`src/umic_pkg.sv`:
```
/*
 Constants, field positions and the state record for the modem-control,
 modem-status and prioritised interrupt block of one serial channel.
 Assumes a 32-bit APB register bus with one aligned word per register.
*/
package umic_pkg;

    // Register byte addresses
    localparam logic [7:0] UMIC_OFF_MODEM_CONTROL   = 8'h00;
    localparam logic [7:0] UMIC_OFF_MODEM_STATUS    = 8'h04;
    localparam logic [7:0] UMIC_OFF_INT_ENABLE      = 8'h08;
    localparam logic [7:0] UMIC_OFF_INT_IDENT       = 8'h0C;
    localparam logic [7:0] UMIC_OFF_ENHANCED        = 8'h10;
    localparam logic [7:0] UMIC_OFF_FIFO_CONTROL    = 8'h14;

    // Modem control fields
    localparam int UMIC_MC_DTR    = 0;
    localparam int UMIC_MC_RTS    = 1;
    localparam int UMIC_MC_FRDY   = 2;
    localparam int UMIC_MC_IRQ_EN = 3;
    localparam int UMIC_MC_LOOP   = 4;
    localparam int UMIC_MC_XANY   = 5;
    localparam int UMIC_MC_ACCESS = 6;
    localparam int UMIC_MC_DIV4   = 7;

    // Interrupt enable fields
    localparam int UMIC_IE_RXH   = 0;
    localparam int UMIC_IE_TXH   = 1;
    localparam int UMIC_IE_LSR   = 2;
    localparam int UMIC_IE_MODEM = 3;
    localparam int UMIC_IE_SLEEP = 4;
    localparam int UMIC_IE_XOFF  = 5;
    localparam int UMIC_IE_RTS   = 6;
    localparam int UMIC_IE_CTS   = 7;

    // Enhanced feature and fifo control fields
    localparam int UMIC_EF_ENH = 4;
    localparam int UMIC_FC_EN  = 0;

    // Fields writable only with the enhanced write enable set
    localparam logic [7:0] UMIC_MCR_PROT = 8'hE0;
    localparam logic [7:0] UMIC_IER_PROT = 8'hF0;
    localparam logic [7:0] UMIC_FCR_PROT = 8'h30;

    // Reset values
    localparam logic [7:0] UMIC_RST_REG = 8'h00;

    // Identification codes, bits 5..0
    localparam logic [5:0] UMIC_ID_NONE  = 6'h01;
    localparam logic [5:0] UMIC_ID_LSE   = 6'h06;
    localparam logic [5:0] UMIC_ID_RTO   = 6'h0C;
    localparam logic [5:0] UMIC_ID_RXH   = 6'h04;
    localparam logic [5:0] UMIC_ID_TXH   = 6'h02;
    localparam logic [5:0] UMIC_ID_MODEM = 6'h08;
    localparam logic [5:0] UMIC_ID_XOFF  = 6'h10;
    localparam logic [5:0] UMIC_ID_FLOW  = 6'h20;

    // Whole state of the block
    typedef struct packed {
        logic [7:0]  modem_control;
        logic [7:0]  interrupt_enable;
        logic [7:0]  enhanced_feature_reg;
        logic [7:0]  fifo_control;
        logic [3:0]  delta;
        logic [3:0]  prev;
        logic        prime;
        logic        tx_prev;
        logic        thr_pend;
        logic        xoff_pend;
        logic        cts_pend;
        logic        rts_pend;
        logic        pready;
        logic        pslverr;
        logic [31:0] prdata;
        logic        dtr_n;
        logic        rts_n;
        logic        irq;
        logic        irq_oe;
    } umic_state_s;

endpackage : umic_pkg
```
`src/umic_modem_irq.sv`:
```
/*
 Modem control, modem status and prioritised interrupt identification for
 one serial channel, with an APB slave for its registers.
 Assumes the serial datapath supplies interrupt source levels and event
 pulses synchronous to core_clk, and that modem lines are synchronous.
*/
// The register offsets and register access over APB were left to the implementer.
// Notes on behaviour
// - Control bit0 drives terminal-ready; loopback feeds status5.
// - Control bit1 drives request-to-send unless auto flow.
// - Control bit2 enables fifo-ready status; loopback status6.
// - Control bit3 enables interrupt drive; loopback status7.
// - Control bit4 loops control and serial data internally.
// - Control bit5 enables resume on any character.
// - Control bit6 opens threshold and trigger registers.
// - Control bit7 prescales; resets to inverted select pin.
// - Control bits 7..5 writable only when enhanced.
// - Status bits 0,1,3 latch changes; cleared on read.
// - Status bit2 latches ring rising only; read clears.
// - Status bits 7..4 show lines or loopback sources.
// - Enabled pending interrupt activates interrupt output.
// - Enable bits 0..3 gate the four classic sources.
// - Enable bits 4..7: sleep, xoff, rts, cts.
// - Enable bits 7..4 writable only when enhanced.
// - Re-enabling transmit interrupt raises fresh one if low.
// - Identification read-only; bit0 low while pending.
// - Id bit4 xoff/special, bit5 cts/rts change.
// - Id bits 7 and 6 mirror fifo enable.
// - Priorities one to three: line, timeout/receive, transmit.
// - Priorities four to six: modem, xoff, flow.
// - Enhanced bit is write enable for protected fields.
module umic_modem_irq
    import umic_pkg::*;
(
    // Clock and reset
    input  wire logic        core_clk,
    input  wire logic        rst,
    // APB slave
    input  wire logic        psel,
    input  wire logic        penable,
    input  wire logic        pwrite,
    input  wire logic [7:0]  paddr,
    input  wire logic [31:0] pwdata,
    output logic      [31:0] prdata,
    output logic             pready,
    output logic             pslverr,
    // Modem lines, active low
    input  wire logic        cts_n,
    input  wire logic        dsr_n,
    input  wire logic        ri_n,
    input  wire logic        cd_n,
    output logic             dtr_n,
    output logic             rts_n,
    // Straps and hardware flow control
    input  wire logic        clock_prescale_select_pin,
    input  wire logic        auto_rts_en,
    input  wire logic        auto_rts_n,
    // Interrupt sources from the datapath
    input  wire logic        line_err,
    input  wire logic        rx_timeout,
    input  wire logic        rx_ready,
    input  wire logic        tx_below_thr,
    input  wire logic        xoff_det,
    input  wire logic        cts_inactive,
    input  wire logic        rts_inactive,
    // Interrupt pin as output and enable
    output logic             irq,
    output logic             irq_oe,
    // Controls to the rest of the channel
    output logic             loopback_en,
    output logic             prescale_div4,
    output logic             xon_any_en,
    output logic             flow_reg_access,
    output logic             fifo_ready_status_en,
    output logic             sleep_en
);

    umic_state_s s_q;
    umic_state_s s_d;

    logic        loop;
    logic [3:0]  lines;
    logic [7:0]  msr_view;
    logic [5:0]  id;
    logic        any_pend;
    logic        acc;
    logic        wr_done;
    logic        rd_done;
    logic [7:0]  wbyte;
    logic [7:0]  rd_val;
    logic        hit;

    // Line view: {cd, ri, dsr, cts}, active high
    always_comb begin
        loop  = s_q.modem_control[UMIC_MC_LOOP];
        if (loop) begin
            lines = {s_q.modem_control[UMIC_MC_IRQ_EN], s_q.modem_control[UMIC_MC_FRDY],
                     s_q.modem_control[UMIC_MC_DTR], s_q.modem_control[UMIC_MC_RTS]};
        end else begin
            lines = {~cd_n, ~ri_n, ~dsr_n, ~cts_n};
        end
        msr_view = {lines, s_q.delta};
    end

    // Priority encoder of enabled sources
    always_comb begin
        if (s_q.interrupt_enable[UMIC_IE_LSR] && line_err) begin
            id = UMIC_ID_LSE;
        end else if (s_q.interrupt_enable[UMIC_IE_RXH] && rx_timeout) begin
            id = UMIC_ID_RTO;
        end else if (s_q.interrupt_enable[UMIC_IE_RXH] && rx_ready) begin
            id = UMIC_ID_RXH;
        end else if (s_q.interrupt_enable[UMIC_IE_TXH] && s_q.thr_pend) begin
            id = UMIC_ID_TXH;
        end else if (s_q.interrupt_enable[UMIC_IE_MODEM] && (|s_q.delta)) begin
            id = UMIC_ID_MODEM;
        end else if (s_q.interrupt_enable[UMIC_IE_XOFF] && s_q.xoff_pend) begin
            id = UMIC_ID_XOFF;
        end else if ((s_q.interrupt_enable[UMIC_IE_CTS] && s_q.cts_pend) ||
                     (s_q.interrupt_enable[UMIC_IE_RTS] && s_q.rts_pend)) begin
            id = UMIC_ID_FLOW;
        end else begin
            id = UMIC_ID_NONE;
        end
        any_pend = (id != UMIC_ID_NONE);
    end

    // Bus phase decode and read mux
    always_comb begin
        acc     = psel && penable;
        wr_done = acc && s_q.pready && pwrite;
        rd_done = acc && s_q.pready && !pwrite;
        wbyte   = pwdata[7:0];
        hit     = 1'b1;
        rd_val  = 8'h00;
        if (paddr == UMIC_OFF_MODEM_CONTROL) begin
            rd_val = s_q.modem_control;
        end else if (paddr == UMIC_OFF_MODEM_STATUS) begin
            rd_val = msr_view;
        end else if (paddr == UMIC_OFF_INT_ENABLE) begin
            rd_val = s_q.interrupt_enable;
        end else if (paddr == UMIC_OFF_INT_IDENT) begin
            rd_val = {{2{s_q.fifo_control[UMIC_FC_EN]}}, id};
        end else if (paddr == UMIC_OFF_ENHANCED) begin
            rd_val = s_q.enhanced_feature_reg;
        end else if (paddr == UMIC_OFF_FIFO_CONTROL) begin
            rd_val = s_q.fifo_control;
        end else begin
            hit    = 1'b0;
        end
    end

    // Next state
    always_comb begin
        s_d = s_q;

        // One wait state: answer in the second access cycle
        s_d.pready = acc && !s_q.pready;
        if (acc && !s_q.pready) begin
            s_d.prdata  = {24'h000000, rd_val};
            s_d.pslverr = !hit;
        end else begin
            s_d.pslverr = 1'b0;
        end

        // Register writes; protected fields need the enhanced enable
        if (wr_done) begin
            if (paddr == UMIC_OFF_MODEM_CONTROL) begin
                if (s_q.enhanced_feature_reg[UMIC_EF_ENH]) begin
                    s_d.modem_control = wbyte;
                end else begin
                    s_d.modem_control = (s_q.modem_control & UMIC_MCR_PROT) | (wbyte & ~UMIC_MCR_PROT);
                end
            end else if (paddr == UMIC_OFF_INT_ENABLE) begin
                if (s_q.enhanced_feature_reg[UMIC_EF_ENH]) begin
                    s_d.interrupt_enable = wbyte;
                end else begin
                    s_d.interrupt_enable = (s_q.interrupt_enable & UMIC_IER_PROT) | (wbyte & ~UMIC_IER_PROT);
                end
            end else if (paddr == UMIC_OFF_ENHANCED) begin
                s_d.enhanced_feature_reg = wbyte;
            end else if (paddr == UMIC_OFF_FIFO_CONTROL) begin
                if (s_q.enhanced_feature_reg[UMIC_EF_ENH]) begin
                    s_d.fifo_control = wbyte;
                end else begin
                    s_d.fifo_control = (s_q.fifo_control & UMIC_FCR_PROT) | (wbyte & ~UMIC_FCR_PROT);
                end
            end
        end

        // Read side effects use the value that was actually returned
        if (rd_done && paddr == UMIC_OFF_MODEM_STATUS) begin
            s_d.delta = s_q.delta & ~s_q.prdata[3:0];
        end
        if (rd_done && paddr == UMIC_OFF_INT_IDENT) begin
            if (s_q.prdata[5:0] == UMIC_ID_TXH) begin
                s_d.thr_pend = 1'b0;
            end
            if (s_q.prdata[5:0] == UMIC_ID_XOFF) begin
                s_d.xoff_pend = 1'b0;
            end
            if (s_q.prdata[5:0] == UMIC_ID_FLOW) begin
                s_d.cts_pend = 1'b0;
                s_d.rts_pend = 1'b0;
            end
        end

        // Change detection; a new change beats a read clear
        s_d.prime = 1'b1;
        s_d.prev  = lines;
        if (s_q.prime) begin
            s_d.delta[0] = s_d.delta[0] | (lines[0] ^ s_q.prev[0]);
            s_d.delta[1] = s_d.delta[1] | (lines[1] ^ s_q.prev[1]);
            s_d.delta[2] = s_d.delta[2] | (lines[2] & ~s_q.prev[2]);
            s_d.delta[3] = s_d.delta[3] | (lines[3] ^ s_q.prev[3]);
        end

        // Transmit-holding source: on threshold crossing or re-enable
        s_d.tx_prev = tx_below_thr;
        if (!tx_below_thr) begin
            s_d.thr_pend = 1'b0;
        end
        if (tx_below_thr && !s_q.tx_prev) begin
            s_d.thr_pend = 1'b1;
        end
        if (wr_done && paddr == UMIC_OFF_INT_ENABLE && wbyte[UMIC_IE_TXH]
            && !s_q.interrupt_enable[UMIC_IE_TXH] && tx_below_thr) begin
            s_d.thr_pend = 1'b1;
        end

        // Event sources, set wins over read clear
        if (xoff_det) begin
            s_d.xoff_pend = 1'b1;
        end
        if (cts_inactive) begin
            s_d.cts_pend = 1'b1;
        end
        if (rts_inactive) begin
            s_d.rts_pend = 1'b1;
        end

        // Registered pin drive
        if (loop) begin
            s_d.dtr_n = 1'b1;
            s_d.rts_n = 1'b1;
        end else begin
            s_d.dtr_n = ~s_q.modem_control[UMIC_MC_DTR];
            if (auto_rts_en) begin
                s_d.rts_n = auto_rts_n;
            end else begin
                s_d.rts_n = ~s_q.modem_control[UMIC_MC_RTS];
            end
        end
        s_d.irq    = any_pend;
        s_d.irq_oe = s_q.modem_control[UMIC_MC_IRQ_EN] && !loop;
    end

    // State register; prescale select strapped from the pin during reset
    always_ff @(posedge core_clk) begin
        if (rst) begin
            s_q          <= '0;
            s_q.modem_control      <= {~clock_prescale_select_pin, 7'h00};
            s_q.interrupt_enable      <= UMIC_RST_REG;
            s_q.enhanced_feature_reg      <= UMIC_RST_REG;
            s_q.fifo_control      <= UMIC_RST_REG;
            s_q.dtr_n    <= 1'b1;
            s_q.rts_n    <= 1'b1;
        end else begin
            s_q <= s_d;
        end
    end

    // Outputs straight from flops
    assign prdata               = s_q.prdata;
    assign pready               = s_q.pready;
    assign pslverr              = s_q.pslverr;
    assign dtr_n                = s_q.dtr_n;
    assign rts_n                = s_q.rts_n;
    assign irq                  = s_q.irq;
    assign irq_oe               = s_q.irq_oe;
    assign loopback_en          = s_q.modem_control[UMIC_MC_LOOP];
    assign prescale_div4        = s_q.modem_control[UMIC_MC_DIV4];
    assign xon_any_en           = s_q.modem_control[UMIC_MC_XANY];
    assign flow_reg_access      = s_q.modem_control[UMIC_MC_ACCESS];
    assign fifo_ready_status_en = s_q.modem_control[UMIC_MC_FRDY];
    assign sleep_en             = s_q.interrupt_enable[UMIC_IE_SLEEP];
endmodule : umic_modem_irq

```
`config.mk`:
```
export PLATFORM = sky130hd
export DESIGN_NAME = umic_modem_irq
export DESIGN_NICKNAME = d
export VERILOG_FILES = /design/src/umic_pkg.sv /design/src/umic_modem_irq.sv
export SDC_FILE = /design/constraint.sdc
export NUM_CORES = 1
export LEC_CHECK = 0
export ABC_AREA = 1
export BUFFER_PORTS_ARGS = -buffer_cell sky130_fd_sc_hd__buf_2
export CORE_ASPECT_RATIO = 0.75
export CORE_MARGIN = 4
export CORE_UTILIZATION = 55
export CTS_CLUSTER_SIZE = 20
export DETAILED_ROUTE_END_ITERATION = 10
export GPL_TIMING_DRIVEN = 0
export PLACE_DENSITY = 0.89
export SLEW_MARGIN = 0
export SYNTH_ARGS = -nofsm -noshare
export SYNTH_HDL_FRONTEND = slang
export SYNTH_SLANG_ARGS = --single-unit
```
`constraint.sdc`:
```
create_clock -name core_clk -period 2.6 [get_ports core_clk]
set_clock_uncertainty 0.05 [all_clocks]
set_input_delay 0 -clock core_clk [delete_from_list [all_inputs] [get_ports core_clk]]
set_output_delay 0 -clock core_clk [all_outputs]
set_load 0.05 [all_outputs]
```
# Word-level counts from Yosys, hierarchy flattened
# Index checks and enable logic that the tools add are counted.
# op_classes
bitwise	25
eq_ne	11
mux	48
n_reduce_logical	49
# ops
op	count
$mux 8	15
$mux 84	1
$mux 6	7
$mux 32	1
$mux 24	1
$logic_and 1x1->1	21
$eq 8x4->1 const B	2
$eq 8x5->1 const B	2
$mux 1	16
$mux 16	1
$mux 4	4
$reduce_bool 2->1	8
$not 1->1	12
$reduce_and 2->1	6
$eq 8x3->1 const B	1
$logic_not 8->1	1
$ne 4x1->1 const B	2
$or 6x8->8	1
$or 8x4->8	1
$or 8x5->8	1
$eq 6x2->1 const B	1
$eq 6x5->1 const B	1
$eq 6x6->1 const B	1
$logic_not 1->1	6
other kinds (13)	20
# totals
input_bits	59
register_bits	60
output_inout_bits	44

# Logic depth before layout (Yosys ltp)
# logic_depth
ltp_word	15
mapped_depth	10
ltp_nobuf	10

# Worst setup path before layout
# Ideal clock, no wire load.
# synth_timing
path_kind	register to register
from	reg s_q, in the netlist pready
to	reg s_q[65] in the netlist's numbering
path_stages_with_launch	7
setup_slack_ps	841
path_buffers	1
setup_time_ps	135
arrival_time_ps	1573
cell_sequence	dfxtp_1 -> nand4_4 -> nor2_8 -> nand3_4 -> buf_6 -> nor2_2 -> a211oi_2
# synth_between
elab_chain_len	3
# synth_rtl
element	line_no	source
start, declared	umic_modem_irq.sv:78	umic_state_s s_q;
$logic_and 1x1->1 (2 in series)	umic_modem_irq.sv:131	wr_done = acc && s_q.pready && pwrite;
$reduce_and 4->1 (no line)	-	
# Every way passes these cells.
# A chain may end at the register's enable or synchronous reset.

# Worst setup path in the final report
# layout_timing
from	reg s_q, in the netlist pready
to	reg s_q[38] in the netlist's numbering
# layout_between
elab_chain_len	5
# layout_rtl
element	line_no	source
$logic_and 1x1->1 (2 in series)	umic_modem_irq.sv:132	rd_done = acc && s_q.pready && !pwrite;
$logic_and 1x1->1	umic_modem_irq.sv:195	if (rd_done && paddr == UMIC_OFF_INT_IDENT) begin
$reduce_bool 2->1 (no line)	-	
$reduce_and 2->1 (no line)	-	
# Every way passes these cells.

==> results.yml <==
floorplan:
  core_mm2: 0.00553
  die_h_um: 74.4
  start_util_pct: 58.5
  rows: 23
  pin_count: 103
  die_w_um: 96.5
  die_area_mm2: 0.00718
clock_tree:
  cts_max_path_buffers: 2
  insertion_delay_ns: 0.34
  clock-root-buffer: "clkbuf_8"
  cts_hold_buf: 17
  cts_inserted_buffers: 9
  htreeDepth: 3
  cts_tree: "yes"
  cts_sinks: 60
  post_cts_resized: 0
  cts_setup_buffers: 0
  path_clk_slew_ns: 0.06
power:
  p_leak_uw: 0.00191
  p_per_area_mw_per_mm2: 517
  p_total_uw: 2090
  ir_worst_vdd_v: 0.000320
final_layout:
  nFillCells: 448
  syn_to_final_growth_pct: 25.3
  final_nets: 601
  diodes: 0
  seq_area_mm2: 0.00121
  final_cells: 621
  drive_gt1_share_pct: 26.0
  multi_input_area_mm2: 0.00159
yosys:
  syn-cell-area_mm2: 0.00323
  synth.avg_cell_area_um2: 7.38
  seq_area_frac_synth_pct: 37.5
  yosys.cell_types.count: 38
  synth_area_leaders: "dfxtp_1 (37%), nand2_1 (8.1%), buf_4 (7.9%)"
  synth_edf_count: 1
  synthFlopType: "dfxtp_1"
  synth_cells: 438
  async_flop_share_pct: 0
  synthDominantCellAreaShare_pct: 36.5
  yosys_warnings: 0
  ys_ff_latch: 60
  yosysTopAreaCell: "dfxtp_1"
worst_setup_path:
  r2r_slack_ns: 1.03
  start_kind: "flop"
  reg2reg_to: "s_q[38]"
  worstPathCellList: "nor3b_2 -> nand2_1 -> inv_1 -> nand4_1 -> a21oi_1 -> nor2_1"
  end_kind: "flop"
  critPathKind: "reg2reg"
  crit_required_ns: 2.76
  slowest_delay_ns: 0.40
  worst_r2r_path_depth: 6
  cp.arrival_ns: 1.73
  cp_max_fo: 5
  cp_slowest_cell: "dfxtp_1"
  crit-reg2reg-launch: "pready"
timing:
  setup_viol: 0
  setup-tns-final_ns: 0
  fin_crit_ns: 1.57
  hold_viol_final: 0
  max-slew-margin-rel_pct: 59.4
  finalCritPeriodShare_pct: 60.2
  max_freq_mhz: 639
  setup_ws_ns: 1.03
  rsz0062_at_grt: "no"
  slew_violations: 0
  worst_pin_slew_ns: 0.609
outcome:
  status: "completed"
drt:
  top_layer: "met4"
  drc: 0
  num_vias: 3281
  drt_first_pass_iters: 7
  m1WireLength_um: 3850
  ant_nets: 0
  drt_iter0_drc: 325
  viasPerCell: 5.28
  wl_met3_um: 958
  wl_per_cell_um: 14.4
  dr_wl_met2_um: 3940
  wirelength_um: 8920
hold_path:
  hold_end: "s_q[44]"
  hold_path_class: "in2reg"
  worstHoldStart: "cts_n"
  whs_path_depth: 4
job:
  cap_violations: 0
place:
  dpl.cell_count: 589
  portBuffers: 53
  place_congestion: 0.937
  post-dp-hpwl_um: 6730
  preCtsSetupSlack_ns: 1.05
grt:
  grt_pass1_vias: 2920
  grt_pass1_wl_um: 13900
  grt_max_degree: 11
  antenna_found_initial: 0
  track_usage_pct: 26.1
  grt_overflow_total: 0
==> cells by family after synthesis <==
group	after synthesis	share of synthesized area, %
simple gates	188	29.3
buf+inv	98	16.1
compound gates	91	17.0
flops	60	37.5
other cells	1	0.116
==> cell usage in the layout (no fill, tap or decap), types with 5 or more instances in the layout <==
cell and count:
nand2_1 70, dfxtp_1 59, buf_2 55, nor2_1 48, a21oi_1 45, inv_1 44
nand3_1 35, buf_4 34, conb_1 24, o21ai_0 22, dlygate4sd3_1 17, clkbuf_8 12
clkbuf_1 9, nand4_1 9, a211oi_2 8, inv_2 6, a211oi_1 6, nor2_2 5
==> layout make-up <==
cell class | count | area share (%)
Timing Repair Buffer | 70 | 10.7
Inverter | 53 | 5.10
Clock buffer | 14 | 4.26
Tap cell | 75 | 2.32
Sequential cell | 60 | 29.9
Multi-Input combinational cell | 303 | 39.2
Clock inverter | 1 | 0.741
Buffer | 45 | 7.75
==> Yosys cell counts, types with 2 or more instances <==
cell,number
a21oi_1,45
nand2_2,4
buf_6,2
inv_2,6
o21ai_1,2
nor3_1,3
a21boi_0,3
buf_2,2
clkbuf_1,7
o21ai_0,22
buf_4,34
nor2_2,5
nand2_1,70
dfxtp_1,59
nor2_1,48
nand2_4,3
nor2_8,3
nand3_1,35
inv_1,44
nor2_4,3
a211oi_1,6
nand4_1,9
a211oi_2,8
==> how the worst max path moves through the flow <==
| stage | startpoint | to | slack [ns] | cells past startpoint |
|---|---|---|---|---|
| after detailed placement | pready | s_q[38] | 1.05 | 6 |
| after global placement | pready | s_q[39] | 1.11 | 6 |
| after CTS | pready | s_q[38] | 1.03 | 6 |
| final | pready | s_q[38] | 1.03 | 6 |
| after floorplan | pready | s_q[65] | 0.84 | 6 |
| after global routing | pready | s_q[38] | 0.87 | 6 |
==> through the flow <==
step / cell area, um^2 / utilization, % / hold WS, ns
2_1_floorplan: 3320 / - / 0.0653
3_3_place_gp: 3680 / 66.6 / 0.160
3_5_place_dp: 3680 / 66.6 / 0.170
4_1_cts: 4050 / 73.3 / 0.00267
5_1_grt: 4050 / 73.3 / 0.0420
6_report: 4050 / 73.3 / 0.0139
==> critical path, delay by kind of cell, from the launching register on <==
kind            cells  cell delay [ns]
compound gates      1             0.20
buf+inv             1             0.08
flops               1             0.40
simple gates        4             0.72
==> power by group <==
group / total (uW) / internal (uW) / leakage, uW / switching, uW
sequential: 951 / 939 / 0.000489 / 11.0
clock: 871 / 517 / 0.000103 / 354
combinational: 273 / 86.9 / 0.00132 / 186
==> per-layer routing <==
metal  track usage, %  up-vias
met5                0        -
met4             7.31        0
met3             9.10       25
met2             40.3      193
met1             34.9     1467
li1                 -     1596
==> state kept, by name (all words and copies together), names as in the netlist <==
name                  flops
prdata                    8
msr_view                  4
sleep_en                  1
irq                       1
loopback_en               1
pslverr                   1
rts_n                     1
fifo_ready_status_en      1
prescale_div4             1
pready                    1
flow_reg_access           1
s_q                      36
irq_oe                    1
dtr_n                     1
xon_any_en                1
(Power assumes the default switching activity.)
